### config.mk
export PLATFORM = sky130hd
export DESIGN_NAME = rx_signal_noise_qualifier
export DESIGN_NICKNAME = d
export VERILOG_FILES = /design/src/hdl/sig_noise_pkg.sv /design/src/hdl/rx_signal_noise_qualifier.sv
export SDC_FILE = /design/constraint.sdc
export NUM_CORES = 1
export LEC_CHECK = 0
export BUFFER_PORTS_ARGS = -buffer_cell sky130_fd_sc_hd__buf_2
export CAP_MARGIN = 20
export CORE_ASPECT_RATIO = 1.4
export CORE_UTILIZATION = 36
export CTS_CLUSTER_SIZE = 20
export DETAILED_ROUTE_END_ITERATION = 10
export SLEW_MARGIN = 20
export SYNTH_ARGS = -nofsm -noshare
export SYNTH_HDL_FRONTEND = slang
export SYNTH_SLANG_ARGS = --single-unit
### constraint.sdc
create_clock -name mclk -period 4.35 [get_ports mclk]
set_input_delay 0.435 -clock mclk [delete_from_list [all_inputs] [get_ports mclk]]
set_output_delay 0.435 -clock mclk [all_outputs]
set_load 0.005 [all_outputs]
### src/hdl/sig_noise_pkg.sv
// Constants and types shared by the signal and noise qualifier
// How it works
// Compare signal and noise power against thresholds
// Mode field picks signal, noise, both, gated
// Gated mode: noise valid above low threshold
// Run register: counter setting and six-bit level
// Wake register holds separate six-bit level
// Source bit steers power readout scaling
// Manual bit picks register or automatic factor
// Low factor codes give 2,4,6,8
// Normal factor codes give 4,6,8,10
// Power divided by two^factor before compare
// Software writes fixed noise tuning bits
// Every setting duplicated for sets A, B
// Oscillator increment: 24 bits over three bytes
// Increment drives DDS feeding I/Q mixer
// Software computes increment from frequencies
// Software derives threshold from noise statistics
// Software calibrates low threshold via source bit
// Low register holds six-bit low threshold
// Settings write-only; status via readouts only
package sig_noise_pkg;
   // =====================================
   // Register offsets, set A and set B
   localparam logic [7:0] OFS_RUN_A   = 8'h71;
   localparam logic [7:0] OFS_WAKE_A  = 8'h72;
   localparam logic [7:0] OFS_NCO0_A  = 8'h78;
   localparam logic [7:0] OFS_NCO1_A  = 8'h79;
   localparam logic [7:0] OFS_NCO2_A  = 8'h7a;
   localparam logic [7:0] OFS_NDCFG_A = 8'h81;
   localparam logic [7:0] OFS_RUN_B   = 8'h91;
   localparam logic [7:0] OFS_WAKE_B  = 8'h92;
   localparam logic [7:0] OFS_NCO0_B  = 8'h98;
   localparam logic [7:0] OFS_NCO1_B  = 8'h99;
   localparam logic [7:0] OFS_NCO2_B  = 8'h9a;
   localparam logic [7:0] OFS_NDCFG_B = 8'ha1;
   localparam logic [7:0] OFS_LOW_A   = 8'hb6;
   localparam logic [7:0] OFS_LOW_B   = 8'hb7;
   localparam logic [7:0] OFS_SEL_A   = 8'hb8;
   localparam logic [7:0] OFS_SEL_B   = 8'hb9;
   // =====================================
   // Reset values
   localparam logic [7:0] RST_ZERO = 8'h00;
   localparam logic [7:0] RST_SEL  = 8'h0a;
   // =====================================
   // Field positions
   localparam int CNT_HI   = 7;
   localparam int CNT_LO   = 6;
   localparam int THR_HI   = 5;
   localparam int MODE_HI  = 5;
   localparam int MODE_LO  = 4;
   localparam int SRC_BIT  = 7;
   localparam int MAN_BIT  = 6;
   localparam int LOF_HI   = 3;
   localparam int LOF_LO   = 2;
   localparam int NF_HI    = 1;
   // =====================================
   // Detection modes
   typedef enum logic [1:0] {
      MODE_SIG, MODE_NOISE, MODE_BOTH, MODE_GATED
   } detect_mode_t;
endpackage

### src/hdl/rx_signal_noise_qualifier.sv
// Signal and noise qualifier with dual settings and down-conversion NCO
`timescale 1ns/100ps
module rx_signal_noise_qualifier
   import sig_noise_pkg::*;
#(
   parameter int PW = 16,                    // Signal power width
   parameter int XW = 8                      // IF sample width
) (
   // Clock and reset
   input  wire logic          mclk,
   input  wire logic          rst_n,
   // Register write port
   input  wire logic          wr_en,
   input  wire logic [7:0]    wr_addr,
   input  wire logic [7:0]    wr_data,
   // Operating context
   input  wire logic          set_b_sel,     // High selects set B
   input  wire logic          wake_mode,     // High uses wake threshold
   input  wire logic [1:0]    auto_range_code,
   input  wire logic [7:0]    noise_threshold_a,
   input  wire logic [7:0]    noise_threshold_b,
   // Detector inputs
   input  wire logic          power_valid,
   input  wire logic [PW-1:0] signal_power_value,
   input  wire logic [7:0]    fm_noise_power_value,
   // IF samples
   input  wire logic [XW-1:0] if_sample,
   // Detector outputs
   output logic               sig_detect,
   output logic               noise_detect,
   output logic               data_present,
   // Status readouts
   output logic [7:0]         power_readout,
   output logic [7:0]         noise_readout,
   // Mixer outputs
   output logic [23:0]        osc_incr,
   output logic [XW-1:0]      i_mix,
   output logic [XW-1:0]      q_mix
);
   // =====================================
   // Functions
   // Normal range code to shift count
   function automatic logic [3:0] norm_shift(input logic [1:0] c);
      norm_shift = 4'h4 + {1'b0, c, 1'b0};
   endfunction
   // Low range code to shift count
   function automatic logic [3:0] low_shift(input logic [1:0] c);
      low_shift = 4'h2 + {1'b0, c, 1'b0};
   endfunction
   // Clamp a scaled power value into one status byte
   function automatic logic [7:0] sat8(input logic [PW-1:0] v);
      sat8 = (v > PW'(8'hff)) ? 8'hff : v[7:0];
   endfunction

   // =====================================
   // Settings, index 0 is set A, index 1 set B
   logic [7:0] run_reg   [2];     // Counter and run level
   logic [7:0] wake_reg  [2];     // Wake level
   logic [7:0] ndcfg_reg [2];     // Mode and noise tuning
   logic [7:0] low_reg   [2];     // Source, manual, low level
   logic [7:0] sel_reg   [2];     // Range factor codes
   logic [23:0] incr_reg [2];     // Oscillator increment

   // Address decode, one hit per register and set
   wire hit_run_a  = wr_en && wr_addr == OFS_RUN_A;
   wire hit_run_b  = wr_en && wr_addr == OFS_RUN_B;
   wire hit_wake_a = wr_en && wr_addr == OFS_WAKE_A;
   wire hit_wake_b = wr_en && wr_addr == OFS_WAKE_B;
   wire hit_mode_a = wr_en && wr_addr == OFS_NDCFG_A;
   wire hit_mode_b = wr_en && wr_addr == OFS_NDCFG_B;
   wire hit_low_a  = wr_en && wr_addr == OFS_LOW_A;
   wire hit_low_b  = wr_en && wr_addr == OFS_LOW_B;
   wire hit_sel_a  = wr_en && wr_addr == OFS_SEL_A;
   wire hit_sel_b  = wr_en && wr_addr == OFS_SEL_B;
   wire hit_n0_a   = wr_en && wr_addr == OFS_NCO0_A;
   wire hit_n1_a   = wr_en && wr_addr == OFS_NCO1_A;
   wire hit_n2_a   = wr_en && wr_addr == OFS_NCO2_A;
   wire hit_n0_b   = wr_en && wr_addr == OFS_NCO0_B;
   wire hit_n1_b   = wr_en && wr_addr == OFS_NCO1_B;
   wire hit_n2_b   = wr_en && wr_addr == OFS_NCO2_B;

   // Register file; unmapped writes fall through and are dropped.
   // Nothing is readable back here, only the status readouts.
   always_ff @(posedge mclk or negedge rst_n) begin
      if (!rst_n) begin
         for (int s = 0; s < 2; s++) begin
            run_reg[s]   <= RST_ZERO;
            wake_reg[s]  <= RST_ZERO;
            ndcfg_reg[s] <= RST_ZERO;
            low_reg[s]   <= RST_ZERO;
            sel_reg[s]   <= RST_SEL;
            incr_reg[s]  <= 24'h000000;
         end
      end else begin
         if (hit_run_a)  run_reg[0]   <= wr_data;
         if (hit_run_b)  run_reg[1]   <= wr_data;
         if (hit_wake_a) wake_reg[0]  <= wr_data;
         if (hit_wake_b) wake_reg[1]  <= wr_data;
         if (hit_mode_a) ndcfg_reg[0] <= wr_data;
         if (hit_mode_b) ndcfg_reg[1] <= wr_data;
         if (hit_low_a)  low_reg[0]   <= wr_data;
         if (hit_low_b)  low_reg[1]   <= wr_data;
         if (hit_sel_a)  sel_reg[0]   <= wr_data;
         if (hit_sel_b)  sel_reg[1]   <= wr_data;
         if (hit_n0_a)   incr_reg[0][7:0]   <= wr_data;
         if (hit_n1_a)   incr_reg[0][15:8]  <= wr_data;
         if (hit_n2_a)   incr_reg[0][23:16] <= wr_data;
         if (hit_n0_b)   incr_reg[1][7:0]   <= wr_data;
         if (hit_n1_b)   incr_reg[1][15:8]  <= wr_data;
         if (hit_n2_b)   incr_reg[1][23:16] <= wr_data;
      end
   end

   // =====================================
   // Active set selection
   wire        bsel     = set_b_sel;
   wire [7:0]  run_cfg  = run_reg[bsel];
   wire [7:0]  mode_cfg = ndcfg_reg[bsel];
   wire [7:0]  low_cfg  = low_reg[bsel];
   wire [7:0]  sel_cfg  = sel_reg[bsel];
   wire [7:0]  nthr     = bsel ? noise_threshold_b : noise_threshold_a;
   // Noise tuning bits 3:0 are kept for software only; the
   // detector here has a fixed comparator and ignores them.
   // Wake level replaces run level while in wake-up operation
   wire [5:0]  sig_thr  = wake_mode ? wake_reg[bsel][THR_HI:0]
                                    : run_cfg[THR_HI:0];
   wire [5:0]  low_thr  = low_cfg[THR_HI:0];
   wire [1:0]  need_cnt = run_cfg[CNT_HI:CNT_LO];
   wire        man_rng  = low_cfg[MAN_BIT];
   wire        src_low  = low_cfg[SRC_BIT];
   detect_mode_t mode;                                      // Decoded detection mode
   assign mode = detect_mode_t'(mode_cfg[MODE_HI:MODE_LO]);

   // Range factors
   wire [1:0] norm_code = man_rng ? sel_cfg[NF_HI:0] : auto_range_code;
   wire [3:0] nshift    = norm_shift(norm_code);
   wire [3:0] lshift    = low_shift(sel_cfg[LOF_HI:LOF_LO]);

   // Scaled power values
   wire [PW-1:0] norm_pwr = signal_power_value >> nshift;
   wire [PW-1:0] low_pwr  = signal_power_value >> lshift;

   // Threshold comparisons
   wire above_sig = norm_pwr > PW'(sig_thr);
   wire above_low = low_pwr > PW'(low_thr);
   wire quiet_fm  = fm_noise_power_value < nthr;

   // =====================================
   // Consecutive-hit counter for the signal detector
   logic [1:0] hit_cnt_reg;
   logic [1:0] hit_cnt_next;
   logic       sig_ok_reg;
   logic       sig_ok_next;
   logic       noise_ok_reg;
   logic       low_ok_reg;

   // Counter saturates at 3, the largest setting, so it cannot wrap
   // back to a miss in a long run of strong samples.
   assign hit_cnt_next = !above_sig ? 2'h0 :
                         (hit_cnt_reg == 2'h3) ? 2'h3 : hit_cnt_reg + 2'h1;
   // Setting 0 bypasses the counter and passes each sample straight
   assign sig_ok_next  = (need_cnt == 2'h0) ? above_sig
                                            : (hit_cnt_next >= need_cnt);

   // Detector flags update once per power sample
   always_ff @(posedge mclk or negedge rst_n) begin
      if (!rst_n) begin
         hit_cnt_reg  <= 2'h0;
         sig_ok_reg   <= 1'b0;
         noise_ok_reg <= 1'b0;
         low_ok_reg   <= 1'b0;
      end else if (power_valid) begin
         hit_cnt_reg  <= hit_cnt_next;
         sig_ok_reg   <= sig_ok_next;
         noise_ok_reg <= quiet_fm;
         low_ok_reg   <= above_low;
      end
   end

   // =====================================
   // Mode combination
   logic present_next;
   always_comb begin
      case (mode)
         MODE_SIG:   present_next = sig_ok_reg;
         MODE_NOISE: present_next = noise_ok_reg;
         MODE_BOTH:  present_next = sig_ok_reg && noise_ok_reg;
         MODE_GATED: present_next = sig_ok_reg && noise_ok_reg
                                    && low_ok_reg;
         default:    present_next = 1'b0;
      endcase
   end

   // Gated noise flag is masked when below the low threshold
   wire noise_flag = (mode == MODE_GATED) ? (noise_ok_reg && low_ok_reg)
                                          : noise_ok_reg;

   // Readout source: low-scaled signal during low-threshold calibration
   wire [7:0] readout_next = src_low ? sat8(low_pwr) : sat8(norm_pwr);

   // Output registers
   always_ff @(posedge mclk or negedge rst_n) begin
      if (!rst_n) begin
         sig_detect    <= 1'b0;
         noise_detect  <= 1'b0;
         data_present  <= 1'b0;
         power_readout <= 8'h00;
         noise_readout <= 8'h00;
      end else begin
         sig_detect    <= sig_ok_reg;
         noise_detect  <= noise_flag;
         data_present  <= present_next;
         power_readout <= readout_next;
         noise_readout <= fm_noise_power_value;
      end
   end

   // =====================================
   // DDS and I/Q mixer
   // The LO is a square wave from the phase quadrant: cheap, but it
   // leaves odd harmonics for the following CIC filter to remove.
   logic [23:0] phase_reg;
   wire  [23:0] incr_act = incr_reg[bsel];
   wire         cos_neg  = phase_reg[23] ^ phase_reg[22];
   wire         sin_neg  = phase_reg[23];
   wire [XW-1:0] neg_x   = XW'(~if_sample + 1'b1);

   // Phase accumulator and mixer products
   always_ff @(posedge mclk or negedge rst_n) begin
      if (!rst_n) begin
         phase_reg <= 24'h000000;
         osc_incr  <= 24'h000000;
         i_mix     <= '0;
         q_mix     <= '0;
      end else begin
         phase_reg <= phase_reg + incr_act;
         osc_incr  <= incr_act;
         i_mix     <= cos_neg ? neg_x : if_sample;
         q_mix     <= sin_neg ? if_sample : neg_x;
      end
   end
endmodule

== After elaboration in Yosys (flattened, before gate mapping) ==
Cells that the tools add are included.
Word-level totals
  output and inout port bits: 59
  register bits after elaboration: 200
  bits in writable memories: 0
  latch bits: 0
  word-level logic and storage cells: 118
  memories: 0
  bits of input ports: 72
  memory bits (read-only): 0
Cells by class
  muxes and demuxes: 31
  reductions and logical operators: 21
  div/mod/pow operators: 0
  $mul: 0
  order comparisons: 7
  equal/unequal tests: 20
  bitwise logic cells: 3
  add/subtract/negate cells: 5
  shifts and indexed selects: 2
Operators by type and width (number)
  $mux W8: 12
  $eq A8 B8 Y1 const B: 11
  $mux W24: 3
  $mux W6: 7
  $eq A8 B7 Y1 const B: 5
  $gt A16 B6 Y1: 2
  $gt A16 B8 Y1 const B: 2
  $shr A16 B4 Y16: 2
  $add A24 B24 Y24: 1
  $logic_and A1 B1 Y1: 19
  $mux W4: 3
  $add A8 B1 Y8 const B: 1
  $lt A8 B8 Y1: 1
  $not A8 Y8: 1
  $eq A2 B2 Y1 const B: 3
  $mux W2: 3
  $add A2 B3 Y4 const A: 1
  $add A3 B3 Y4 const A: 1
  $logic_not A2 Y1: 2
  $pmux W1 S4: 1
  $add A2 B1 Y2 const B: 1
  $eq A2 B1 Y1 const B: 1
  $ge A2 B2 Y1: 1
  $ge A2 B2 Y1 const B: 1
  other kinds (3): 4

== Depth between registers and ports, before layout ==
Gate-level depths: netlist (run 1).
  depth in word-level cells: 11
  depth in mapped cells: 15

== Least setup slack after synthesis (run 1) ==
OpenSTA, ideal clock, no wires.
  kind: in2reg
  from: input set_b_sel
  to: register sig_ok_reg
  buffers on the path: 2
  data arrival time: 3541 ps
  slack: 686 ps
  cell stages on the path: 14
  cells stage by stage: buf_6 mux2_4 buf_2 mux4_2 ha_1 a21o_1 a211o_1 nor3_2 o31ai_4 nand2_1 ha_1 nand2b_1 a2111o_1 o221a_1
Between the ends
  longest elaborated chain between the ends: 11
RTL lines
  start, declared: RTL line rx_signal_noise_qualifier.sv:17  | input wire logic set_b_sel,
  $not A1 Y2 (implied by the code) *
  $mux W4 (implied by the code) / $mux W8 (equally long branches) (3 in a row): RTL line rx_signal_noise_qualifier.sv:120, rx_signal_noise_qualifier.sv:119
  $mux W2: RTL line rx_signal_noise_qualifier.sv:135  | wire [1:0] norm_code = man_rng ? sel_cfg[NF_HI:0] : auto_range_code;
  $add A3 B3 Y4: RTL line rx_signal_noise_qualifier.sv:44  | norm_shift = 4'h4 + {1'b0, c, 1'b0};
  $shr A16 B4 Y16: RTL line rx_signal_noise_qualifier.sv:140  | wire [PW-1:0] norm_pwr = signal_power_value >> nshift;
  $gt A16 B6 Y1: RTL line rx_signal_noise_qualifier.sv:144  | wire above_sig = norm_pwr > PW'(sig_thr);
  $mux W2: RTL line rx_signal_noise_qualifier.sv:159  | assign hit_cnt_next = !above_sig ? 2'h0 :
  $ge A2 B2 Y1: RTL line rx_signal_noise_qualifier.sv:163  | : (hit_cnt_next >= need_cnt);
  $mux W1 *: RTL line rx_signal_noise_qualifier.sv:162  | assign sig_ok_next = (need_cnt == 2'h0) ? above_sig
  end signal, assigned: RTL line rx_signal_noise_qualifier.sv:174  | sig_ok_reg <= sig_ok_next;
  end, declared: RTL line rx_signal_noise_qualifier.sv:152  | logic sig_ok_reg;
Mark *: on every way between the ends. The rest lies on a longest branch, timed or not. The select of a mux whose other input is x is not followed.
A chain may end at the register's enable or synchronous reset.

== Worst setup path after layout (run 1) ==
  from: register low_reg[6] (netlist name)
  to: register sig_ok_reg
Between the ends
  longest elaborated chain between the ends: 10
RTL lines
  start, declared: RTL line rx_signal_noise_qualifier.sv:60  | logic [7:0] low_reg [2];
  $mux W8 (implied by the code) * (3 in a row): RTL line rx_signal_noise_qualifier.sv:119  | wire [7:0] low_cfg = low_reg[bsel];
  $mux W2 *: RTL line rx_signal_noise_qualifier.sv:135
  $add A3 B3 Y4 *: RTL line rx_signal_noise_qualifier.sv:44
  $shr A16 B4 Y16 *: RTL line rx_signal_noise_qualifier.sv:140
  $gt A16 B6 Y1 *: RTL line rx_signal_noise_qualifier.sv:144
  $mux W2: RTL line rx_signal_noise_qualifier.sv:159
  $ge A2 B2 Y1: RTL line rx_signal_noise_qualifier.sv:163
  $mux W1 *: RTL line rx_signal_noise_qualifier.sv:162
Marked as above.

==> results.txt, run 1 <==
GPL Wtd Cong -> 0.8597
slowest stage delay, CP -> 0.56 ns
worst vdd ir -> 0.2643 mV
TNS Setup -> 0 ns
Area Growth Syn to Fin -> 16.87%
sequential fraction of the synthesis area -> 50.10%
Setup-failing EPs final -> 0
CP Cell Sequence -> mux2i_1 -> mux2_4 -> mux4_2 -> ha_1 -> a21o_1 -> a211o_1 -> nor3_2 -> o31ai_4 -> nand2_1 -> ha_1 -> nand2b_1 -> a2111o_1 -> o221a_1
Worst R2R Path Depth -> 13
Synth Area in Adders -> 5.974%
Post-Syn Area -> 9550 sq um
TritonRoute pass-1 iters -> 7
# resized after CTS -> 0
Seq pwr share -> 44.2%
internal power -> 3.415 mW
Syn Nets -> 864
core area -> 26100 sq um
vias in the first global route -> 6581
die area -> 27190 sq um
Leakage -> 5.515 nW
unrepaired setup endpoints after global routing -> false
Critical Path End Type -> register
logic gate share of total power -> 22.6%
Worst Max-Slew Pin Slew -> 0.7047 ns
clock insertion delay at the later pin of the skew report -> 0.44 ns
Yosys cell types -> 65
WP data required -> 4.68 ns
fraction of layout cells with a size suffix above 1 -> 37.56%
WP depth -> 13
# diodes -> 0
switching pwr -> 1.366 mW
CTS tree -> built
post-synthesis register bit count -> 191
top-area cell type share of the netlist area -> 49.00%
largest area contributor in the netlist -> dfrtp_1
status -> finished clean
Synth Area per Inst -> 12.79 sq um
Final period util -> 85.17%
Synth warnings -> 0
Syn Inst Count -> 747
initial antenna violation count -> 0
worst path bufs/invs -> 0
Clock power frac -> 33.2%
filler instances -> 2484
Worst Path Max Fanout -> 13
Post-CTS Setup Repair Bufs -> 0
DIE HEIGHT -> 194.7 um
reg2reg end -> sig_ok_reg$_DFFE_PN0P_
largest net degree at the start of global routing -> 88
CTS sink count -> 191
max reg flops -> 48
Worst Hold Class -> input port to asynchronous set/reset pin
# rows -> 70
final clock skew -> 0.006975 ns
TritonCTS Buffers -> 17
Synth Flop Type -> dfrtp_1
Worst setup SP type -> register
drt drc -> 0
H-tree depth -> 4
Post-synth EDFFs -> 0
fin nets -> 997
final instance area -> 11160 sq um
max_slew headroom -> 52.92%
DP Worst Slack -> 0.5624 ns
# hold bufs at CTS -> 0
Pwr Total -> 4.780 mW
kind of critical path -> register to register
WL/cell -> 17.13 um
Worst R2R Start -> low_reg[6]$_DFFE_PN0P_
R2R Setup Slk -> 0.65 ns
final slew viol count -> 0
final HPWL from detailed placement -> 15250 um
CP top delay family -> compound AO/OA/AOI/OAI gates
most numerous cell in the Yosys netlist -> dfrtp_1
Starting Density -> 36.59%
first-iteration detailed-routing DRC count -> 303
port bufs -> 128
register area -> 4785 sq um
area fraction in compound gates after synthesis -> 8.267%
crit path to -> sig_ok_reg$_DFFE_PN0P_
CP arrival -> 4.03 ns
final-report hold violation count -> 0
PD cells -> 428.3 nW/um^2
number of top-level pins -> 131
Area contributors post-synth -> dfrtp_1, mux2_2, ha_1
largest family of logic cells by synthesized area -> multiplexers
CP dominant cell by count -> ha_1
Cell Area, Placed -> 10570 sq um
Period minus WS final -> 3.705 ns
via count -> 6278
Multi-input gate area -> 4589 sq um
simple-gate portion of the synthesized area -> 7.494%
commonest cells in the netlist -> dfrtp_1, mux2_2, ha_1
CP max stage cell -> mux4_2
Reg clk slew, reported paths -> 0.07 ns
sw frac -> 28.56%
Final ANT Viol Nets -> 0
first-pass GRT wire length -> 34150 um
xor/xnor cell area share of the yosys netlist -> 2.935%
CTS max path bufs -> 2
DRT Wirelength -> 20830 um
Die W -> 139.7 um
Max Freq -> 269.9 MHz
asr flop ratio synth -> 100.0%
grt total ovfl -> 0
final worst setup slack -> 0.6452 ns
vias per inst -> 5.163
multiplexer share of the synthesized area -> 23.39%
root buf cell -> clkbuf_16
Crit. Startpoint -> low_reg[6]$_DFFE_PN0P_
max-cap viol count -> 0
All-Layer GR Usage -> 16.23%
## stage by stage
step / utilization (%) / std cells / hold slack (ns)
after floorplan: - / 747 / 0.1394
after global placement: 40.48 / 1185 / 0.4655
after detailed placement: 40.48 / 1185 / 0.4711
after CTS: 42.77 / 1216 / 0.07194
after global routing: 42.77 / 1216 / 0.09645
final: 42.77 / 1216 / 0.04244
## power by group through the flow
stage	Clock (mW)	Sequential, mW	Combinational, mW
3_5_place_dp	0	2.15	1.09
2_1_floorplan	0	2.14	0.734
3_3_place_gp	0	2.14	1.07
6_report	1.59	2.11	1.08
4_1_cts	1.63	2.12	1.09
5_1_grt	1.70	2.14	1.21
## kinds of logic (layout without fill, tap and decap cells)
logic type / Yosys count / count (layout)
buffers and inverters: 40 / 185
xor gates and xnor gates: 32 / 32
and+or+nand+nor: 142 / 142
AOI/OAI and AO/OA: 113 / 113
adders and majority gates: 45 / 45
muxes: 184 / 184
DFF: 191 / 191
## metal layers
metal  global-route usage [%]  vias to the layer above  part of all wire, %
met2                    29.74                      127                   53
met4                    6.919                        0                  2.6
met5                        0                        -                    0
met1                    18.64                     3132                   41
li1                         -                     2989                    -
met3                    2.464                       30                  3.2
## layout make-up
| class | count | area share [%] |
|---|---|---|
| clock buffers | 20 | 4.181 |
| clock inverters | 11 | 1.166 |
| inverters | 19 | 0.6389 |
| multi-input cells | 516 | 41.12 |
| flip-flops and latches | 191 | 42.86 |
| well taps | 324 | 3.632 |
| repair buffers | 135 | 6.401 |
## worst register-to-register path, stage by stage, from the launching register on
cell and delay, ns:
dfrtp_1 0.42, mux2i_1 0.20, mux2_4 0.28, mux4_2 0.57, ha_1 0.34, a21o_1 0.16
a211o_1 0.29, nor3_2 0.26, o31ai_4 0.13, nand2_1 0.08, ha_1 0.22, nand2b_1 0.14
a2111o_1 0.40, o221a_1 0.11
## cells in the final DEF (no fill, tap or decap), types with 18 or more instances in the layout
cell type	count
dfrtp_1	187
mux2_2	134
buf_2	127
ha_1	44
nand2_1	38
nor2_1	32
mux2i_1	29
o21ai_0	25
a21oi_1	25
inv_1	19
xor2_1	18
## worst min-delay path by stage
| stage | startpoint | to | cells after the start |
|---|---|---|---|
| finish | rst_n | noise_readout[3]$_DFF_PN0_ | 1 |
| global route | rst_n | noise_readout[3]$_DFF_PN0_ | 1 |
| CTS | rst_n | q_mix[1]$_DFF_PN0_ | 1 |
| detailed placement | phase_reg[0]$_DFF_PN0_ | phase_reg[0]$_DFF_PN0_ | 1 |
| global placement | phase_reg[0]$_DFF_PN0_ | phase_reg[0]$_DFF_PN0_ | 1 |
| floorplan | rst_n | data_present$_DFF_PN0_ | 0 |
Power figures use the tool's default switching activity.
==> run 2, diff against run 1 <==
REMOVE_ABC_BUFFERS = 1   (was default)
==> results.txt, run 2 (synthesis results as in run 1) <==
core area -> 26100 sq um (unchanged)
Critical Path End Type -> register
Multi-input gate area -> 4589 sq um (unchanged)
first-iteration detailed-routing DRC count -> 205 (-32%)
port bufs -> 128 (unchanged)
clock insertion delay at the later pin of the skew report -> 0.43 ns (about the same)
unrepaired setup endpoints after global routing -> false
Worst Path Max Fanout -> 13 (unchanged)
most common cell after layout, fill and taps aside -> dfrtp_1
slowest stage delay, CP -> 0.58 ns (+0.02 ns)
TritonRoute pass-1 iters -> 4 (-3)
final slew viol count -> 0 (unchanged)
fraction of layout cells with a size suffix above 1 -> 37.15% (-0.41 points)
final HPWL from detailed placement -> 14820 um (-2.8%)
CP Cell Sequence -> mux2i_1 -> mux2_4 -> mux4_2 -> ha_1 -> nand3_1 -> nor3_1 -> nor3_2 -> o31ai_4 -> nand2_1 -> ha_1 -> nand2b_1 -> a2111o_1 -> o221a_1
TNS Setup -> 0 ns (unchanged)
WL/cell -> 17.13 um (about the same)
CP arrival -> 4.07 ns (+0.04 ns)
die area -> 27190 sq um (unchanged)
Worst Max-Slew Pin Slew -> 0.9755 ns (+0.2708 ns)
# resized after CTS -> 0 (unchanged)
via count -> 6304 (+0.41%)
Crit. Startpoint -> low_reg[14]$_DFFE_PN0P_
crit path to -> sig_ok_reg$_DFFE_PN0P_
# diodes -> 0 (unchanged)
vias in the first global route -> 6624 (+0.65%)
# rows -> 70 (unchanged)
Starting Density -> 36.59% (unchanged)
CP max stage cell -> mux4_2
register area -> 4785 sq um (unchanged)
Final period util -> 86.12% (+0.95 points)
root buf cell -> clkbuf_16
Worst setup SP type -> register
worst vdd ir -> 0.2929 mV (+11%)
Reg clk slew, reported paths -> 0.07 ns (about the same)
Final ANT Viol Nets -> 0 (unchanged)
Area Growth Syn to Fin -> 16.95% (about the same)
DRT Wirelength -> 20810 um (-0.12%)
CTS max path bufs -> 2 (unchanged)
Worst R2R Start -> low_reg[14]$_DFFE_PN0P_
grt total ovfl -> 0 (unchanged)
CP dominant cell by count -> ha_1
max reg flops -> 48 (unchanged)
status -> finished clean
number of top-level pins -> 131 (unchanged)
CTS tree -> built
fin nets -> 996 (-0.10%)
Worst R2R Path Depth -> 13 (unchanged)
first-pass GRT wire length -> 34360 um (+0.61%)
Max Freq -> 266.9 MHz (-1.1%)
reg2reg end -> sig_ok_reg$_DFFE_PN0P_
Period minus WS final -> 3.746 ns (+0.04150 ns)
largest net degree at the start of global routing -> 117 (+33%)
DIE HEIGHT -> 194.7 um (unchanged)
# hold bufs at CTS -> 0 (unchanged)
H-tree depth -> 4 (unchanged)
Setup-failing EPs final -> 0 (unchanged)
PD cells -> 430.4 nW/um^2 (+0.49%)
R2R Setup Slk -> 0.60 ns (-0.04 ns)
most frequent cells in the layout -> dfrtp_1, mux2_2, buf_2
Post-CTS Setup Repair Bufs -> 0 (unchanged)
Leakage -> 5.507 nW (-0.15%)
filler instances -> 2468 (-0.64%)
All-Layer GR Usage -> 16.35% (+0.13 points)
Placed Cells -> 1184 (-0.084%)
max_slew headroom -> 34.96% (-18 points)
final-report hold violation count -> 0 (unchanged)
Worst Hold Class -> input port to asynchronous set/reset pin
max-cap viol count -> 0 (unchanged)
TritonCTS Buffers -> 17 (unchanged)
Die W -> 139.7 um (unchanged)
initial antenna violation count -> 0 (unchanged)
vias per inst -> 5.188 (+0.50%)
fin cells -> 1215 (-0.082%)
GPL Wtd Cong -> 0.8396 (-2.3%)
final clock skew -> 0.008475 ns (+0.001500 ns)
WP data required -> 4.68 ns (about the same)
kind of critical path -> register to register
drt drc -> 0 (unchanged)
CTS sink count -> 191 (unchanged)
## run 2: cell types whose count changed in the layout (fill, tap and decap cells not counted), sizes merged
cell      previous run  this run
clkinvlp             1         2
bufinv               2         3
inv                 22        19
buf                134       133
clkbuf              21        24
clkinv               5         3
## run 2: layout make-up
cell class	count	share of cell area, %
clock buffer	23	4.279
clock inverter	8	1.176
inverter	19	0.6385
multi-input combinational	516	41.09
sequential	191	42.84
tap	324	3.629
timing repair buffer	134	6.351
## run 2: how the worst min path moves through the flow
| stage | cells past startpoint | slack [ns] | startpoint | end |
|---|---|---|---|---|
| finish | 1 | 0.08 | rst_n | osc_incr[6]$_DFF_PN0_ |
| detailed placement | 0 | 0.43 | sig_ok_reg$_DFFE_PN0P_ | sig_detect$_DFF_PN0_ |
| global placement | 0 | 0.43 | sig_ok_reg$_DFFE_PN0P_ | sig_detect$_DFF_PN0_ |
| CTS | 1 | 0.1 | fm_noise_power_value[3] | noise_readout[3]$_DFF_PN0_ |
| global route | 1 | 0.11 | fm_noise_power_value[3] | noise_readout[3]$_DFF_PN0_ |
| floorplan | 0 | 0.14 | rst_n | data_present$_DFF_PN0_ |
## run 2: stage by stage
stage	instance area, sq um	hold WS, ns	utilization [%]	setup WS, ns	power [mW]
2_1_floorplan	9445	0.1394	-	0.8507	2.852
3_3_place_gp	10560	0.4294	40.46	0.5564	3.208
3_5_place_dp	10560	0.4274	40.46	0.5107	3.231
4_1_cts	11170	0.09750	42.79	0.5732	4.876
5_1_grt	11170	0.1052	42.79	0.3549	5.090
6_report	11170	0.08419	42.79	0.6037	4.807
## run 2: layer usage
layer / vias up / GRT usage (%) / wire, um
li1: 2994 / - / -
met1: 3145 / 19.54 / 8924
met2: 139 / 28.89 / 10630
met3: 26 / 3.104 / 816
met4: 0 / 6.390 / 433
met5: - / 0 / 0
## run 2: power by group
group / internal [mW] / switching, mW
combinational: 0.497 / 0.581
clock: 0.951 / 0.666
sequential: 2.02 / 0.0890
total: 3.47 / 1.34
## run 2: worst max-delay path, delay by kind of cell (launching register included)
family                   cells  cell delay [ns]
AO/OA/AOI/OAI                3             0.88
adder cells (fa/ha/maj)      2             0.64
flip-flops                   1             0.40
multiplexers                 3             1.08
AND/OR/NAND/NOR              5             0.65
==> run 3, diff against run 2 <==
CELL_PAD_IN_SITES_DETAIL_PLACEMENT = 1   (was default)
CELL_PAD_IN_SITES_GLOBAL_PLACEMENT = 1   (was default)
PLACE_DENSITY_LB_ADDON = 0.1   (was default)
clock period = 4.61 ns   (was 4.35 ns; I/O delays follow)
==> results.txt, run 3 (synthesis results as in run 1) <==
Post-CTS Setup Repair Bufs -> 0 (unchanged)
Worst Max-Slew Pin Slew -> 0.8518 ns (-0.1238 ns)
WL/cell -> 19.75 um (+15%)
CTS max path bufs -> 2 (unchanged)
Setup-failing EPs final -> 0 (unchanged)
# resized after CTS -> 0 (unchanged)
Starting Density -> 36.59% (unchanged)
worst vdd ir -> 0.2657 mV (-9.3%)
CP max stage cell -> mux4_2
Die W -> 139.7 um (unchanged)
vias per inst -> 5.283 (+1.8%)
most common cell after layout, fill and taps aside -> dfrtp_1
vias in the first global route -> 7186 (+8.5%)
R2R Setup Slk -> 0.73 ns (+0.12 ns)
CP dominant cell by count -> ha_1
status -> finished clean
DIE HEIGHT -> 194.7 um (unchanged)
PD cells -> 405.9 nW/um^2 (-5.7%)
WP data required -> 4.93 ns (+0.25 ns)
fraction of layout cells with a size suffix above 1 -> 37.05% (-0.10 points)
final slew viol count -> 0 (unchanged)
Worst setup SP type -> register
max_slew headroom -> 42.78% (+7.8 points)
kind of critical path -> register to register
slowest stage delay, CP -> 0.56 ns (-0.02 ns)
max-cap viol count -> 0 (unchanged)
CTS tree -> built
Pwr Total -> 4.525 mW (-5.9%)
worst hold slack -> 0.07357 ns (-0.01062 ns)
TNS Setup -> 0 ns (unchanged)
grt total ovfl -> 0 (unchanged)
number of top-level pins -> 131 (unchanged)
Area Growth Syn to Fin -> 16.72%
DRT Wirelength -> 24000 um (+15%)
clock insertion delay at the later pin of the skew report -> 0.44 ns (about the same)
WP depth -> 13 (unchanged)
Worst Path Max Fanout -> 13 (unchanged)
# hold bufs at CTS -> 0 (unchanged)
All-Layer GR Usage -> 18.91% (+2.6 points)
worst path bufs/invs -> 0 (unchanged)
# rows -> 70 (unchanged)
initial antenna violation count -> 4 (+4)
Leakage -> 5.484 nW (-0.42%)
die area -> 27190 sq um (unchanged)
unrepaired setup endpoints after global routing -> false
Reg clk slew, reported paths -> 0.07 ns (about the same)
DP Worst Slack -> 0.5863 ns (+0.07559 ns)
Max Freq -> 257.5 MHz (-3.5%)
Worst R2R Start -> low_reg[14]$_DFFE_PN0P_
TritonCTS Buffers -> 17 (unchanged)
most frequent cells in the layout -> dfrtp_1, mux2_2, buf_2
port bufs -> 128 (unchanged)
drt drc -> 0 (unchanged)
final worst setup slack -> 0.7262 ns (+0.1225 ns)
final-report hold violation count -> 0 (unchanged)
largest net degree at the start of global routing -> 103 (-12%)
final instance area -> 11150 sq um (-0.20%)
fin cells -> 1215 (unchanged)
Placed Cells -> 1182 (-0.17%)
max reg flops -> 48 (unchanged)
root buf cell -> clkbuf_16
Worst R2R Path Depth -> 13 (unchanged)
CP top delay family -> multiplexers
CP arrival -> 4.21 ns (+0.14 ns)
CTS sink count -> 191 (unchanged)
Period minus WS final -> 3.884 ns (+0.1375 ns)
final HPWL from detailed placement -> 17650 um (+19%)
first-pass GRT wire length -> 39390 um (+15%)
final clock skew -> 0.01105 ns (+0.002580 ns)
first-iteration detailed-routing DRC count -> 134 (-35%)
via count -> 6419 (+1.8%)
filler instances -> 2795 (+13%)
Worst Hold Class -> input port to asynchronous set/reset pin
TritonRoute pass-1 iters -> 4 (unchanged)
Final period util -> 84.25% (-1.9 points)
H-tree depth -> 4 (unchanged)
core area -> 26100 sq um (unchanged)
Cell Area, Placed -> 10560 sq um (about the same)
GPL Wtd Cong -> 0.8358 (-0.45%)
Critical Path End Type -> register
final core utilization -> 42.71% (-0.086 points)
fin nets -> 994 (-0.20%)
CP Cell Sequence -> mux2i_1 -> mux2_4 -> mux4_2 -> ha_1 -> nand3_1 -> nor3_1 -> nor3_2 -> o31ai_4 -> nand2_1 -> ha_1 -> nand2b_1 -> a2111o_1 -> o221a_1
Final ANT Viol Nets -> 0 (unchanged)
reg2reg end -> sig_ok_reg$_DFFE_PN0P_
## run 3: cell count changes in the layout (fill, tap and decap cells not counted)
cell and delta:
diode_2 +3, inv_6 +1, clkbuf_1 -1, clkinv_4 -2
bufinv_16 -1, buf_12 +1, clkinvlp_4 +2, buf_4 -3
## run 3: cell type report
class / instances / area (sq um) / area share (%)
well taps: 324 / 405.4 / 3.637
inverters: 19 / 71.32 / 0.6398
clock buffers: 22 / 474.2 / 4.254
multi-input cells: 516 / 4589 / 41.17
repair buffers: 132 / 706.9 / 6.342
diodes: 3 / 7.507 / 0.06735
clock inverters: 8 / 107.6 / 0.9653
flip-flops and latches: 191 / 4785 / 42.92
## run 3: per-layer routing
metal	share of wire, %	track usage (%)	vias to the layer above	wire length [um]
met4	2.2	7.000	2	530
met5	0.054	0	-	13
met2	55	34.99	96	13250
met1	40	21.30	3298	9513
li1	-	-	2988	-
met3	2.9	3.695	35	694
## run 3: worst max-delay path by stage
stage	end	startpoint	slack [ns]
after floorplan	sig_ok_reg$_DFFE_PN0P_	sel_reg[9]$_DFFE_PN1P_	1.11
after global placement	sig_ok_reg$_DFFE_PN0P_	set_b_sel	0.70
after detailed placement	sig_ok_reg$_DFFE_PN0P_	auto_range_code[1]	0.59
after CTS	sig_ok_reg$_DFFE_PN0P_	low_reg[14]$_DFFE_PN0P_	0.69
after global routing	sig_ok_reg$_DFFE_PN0P_	low_reg[14]$_DFFE_PN0P_	0.57
final	sig_ok_reg$_DFFE_PN0P_	low_reg[14]$_DFFE_PN0P_	0.73
## run 3: report_power, final
part	internal [mW]	switching, mW	leakage (nW)	total [mW]
logic	0.471	0.581	2.75	1.05
registers	1.91	0.0916	2.46	2.00
clock network	0.839	0.632	0.271	1.47
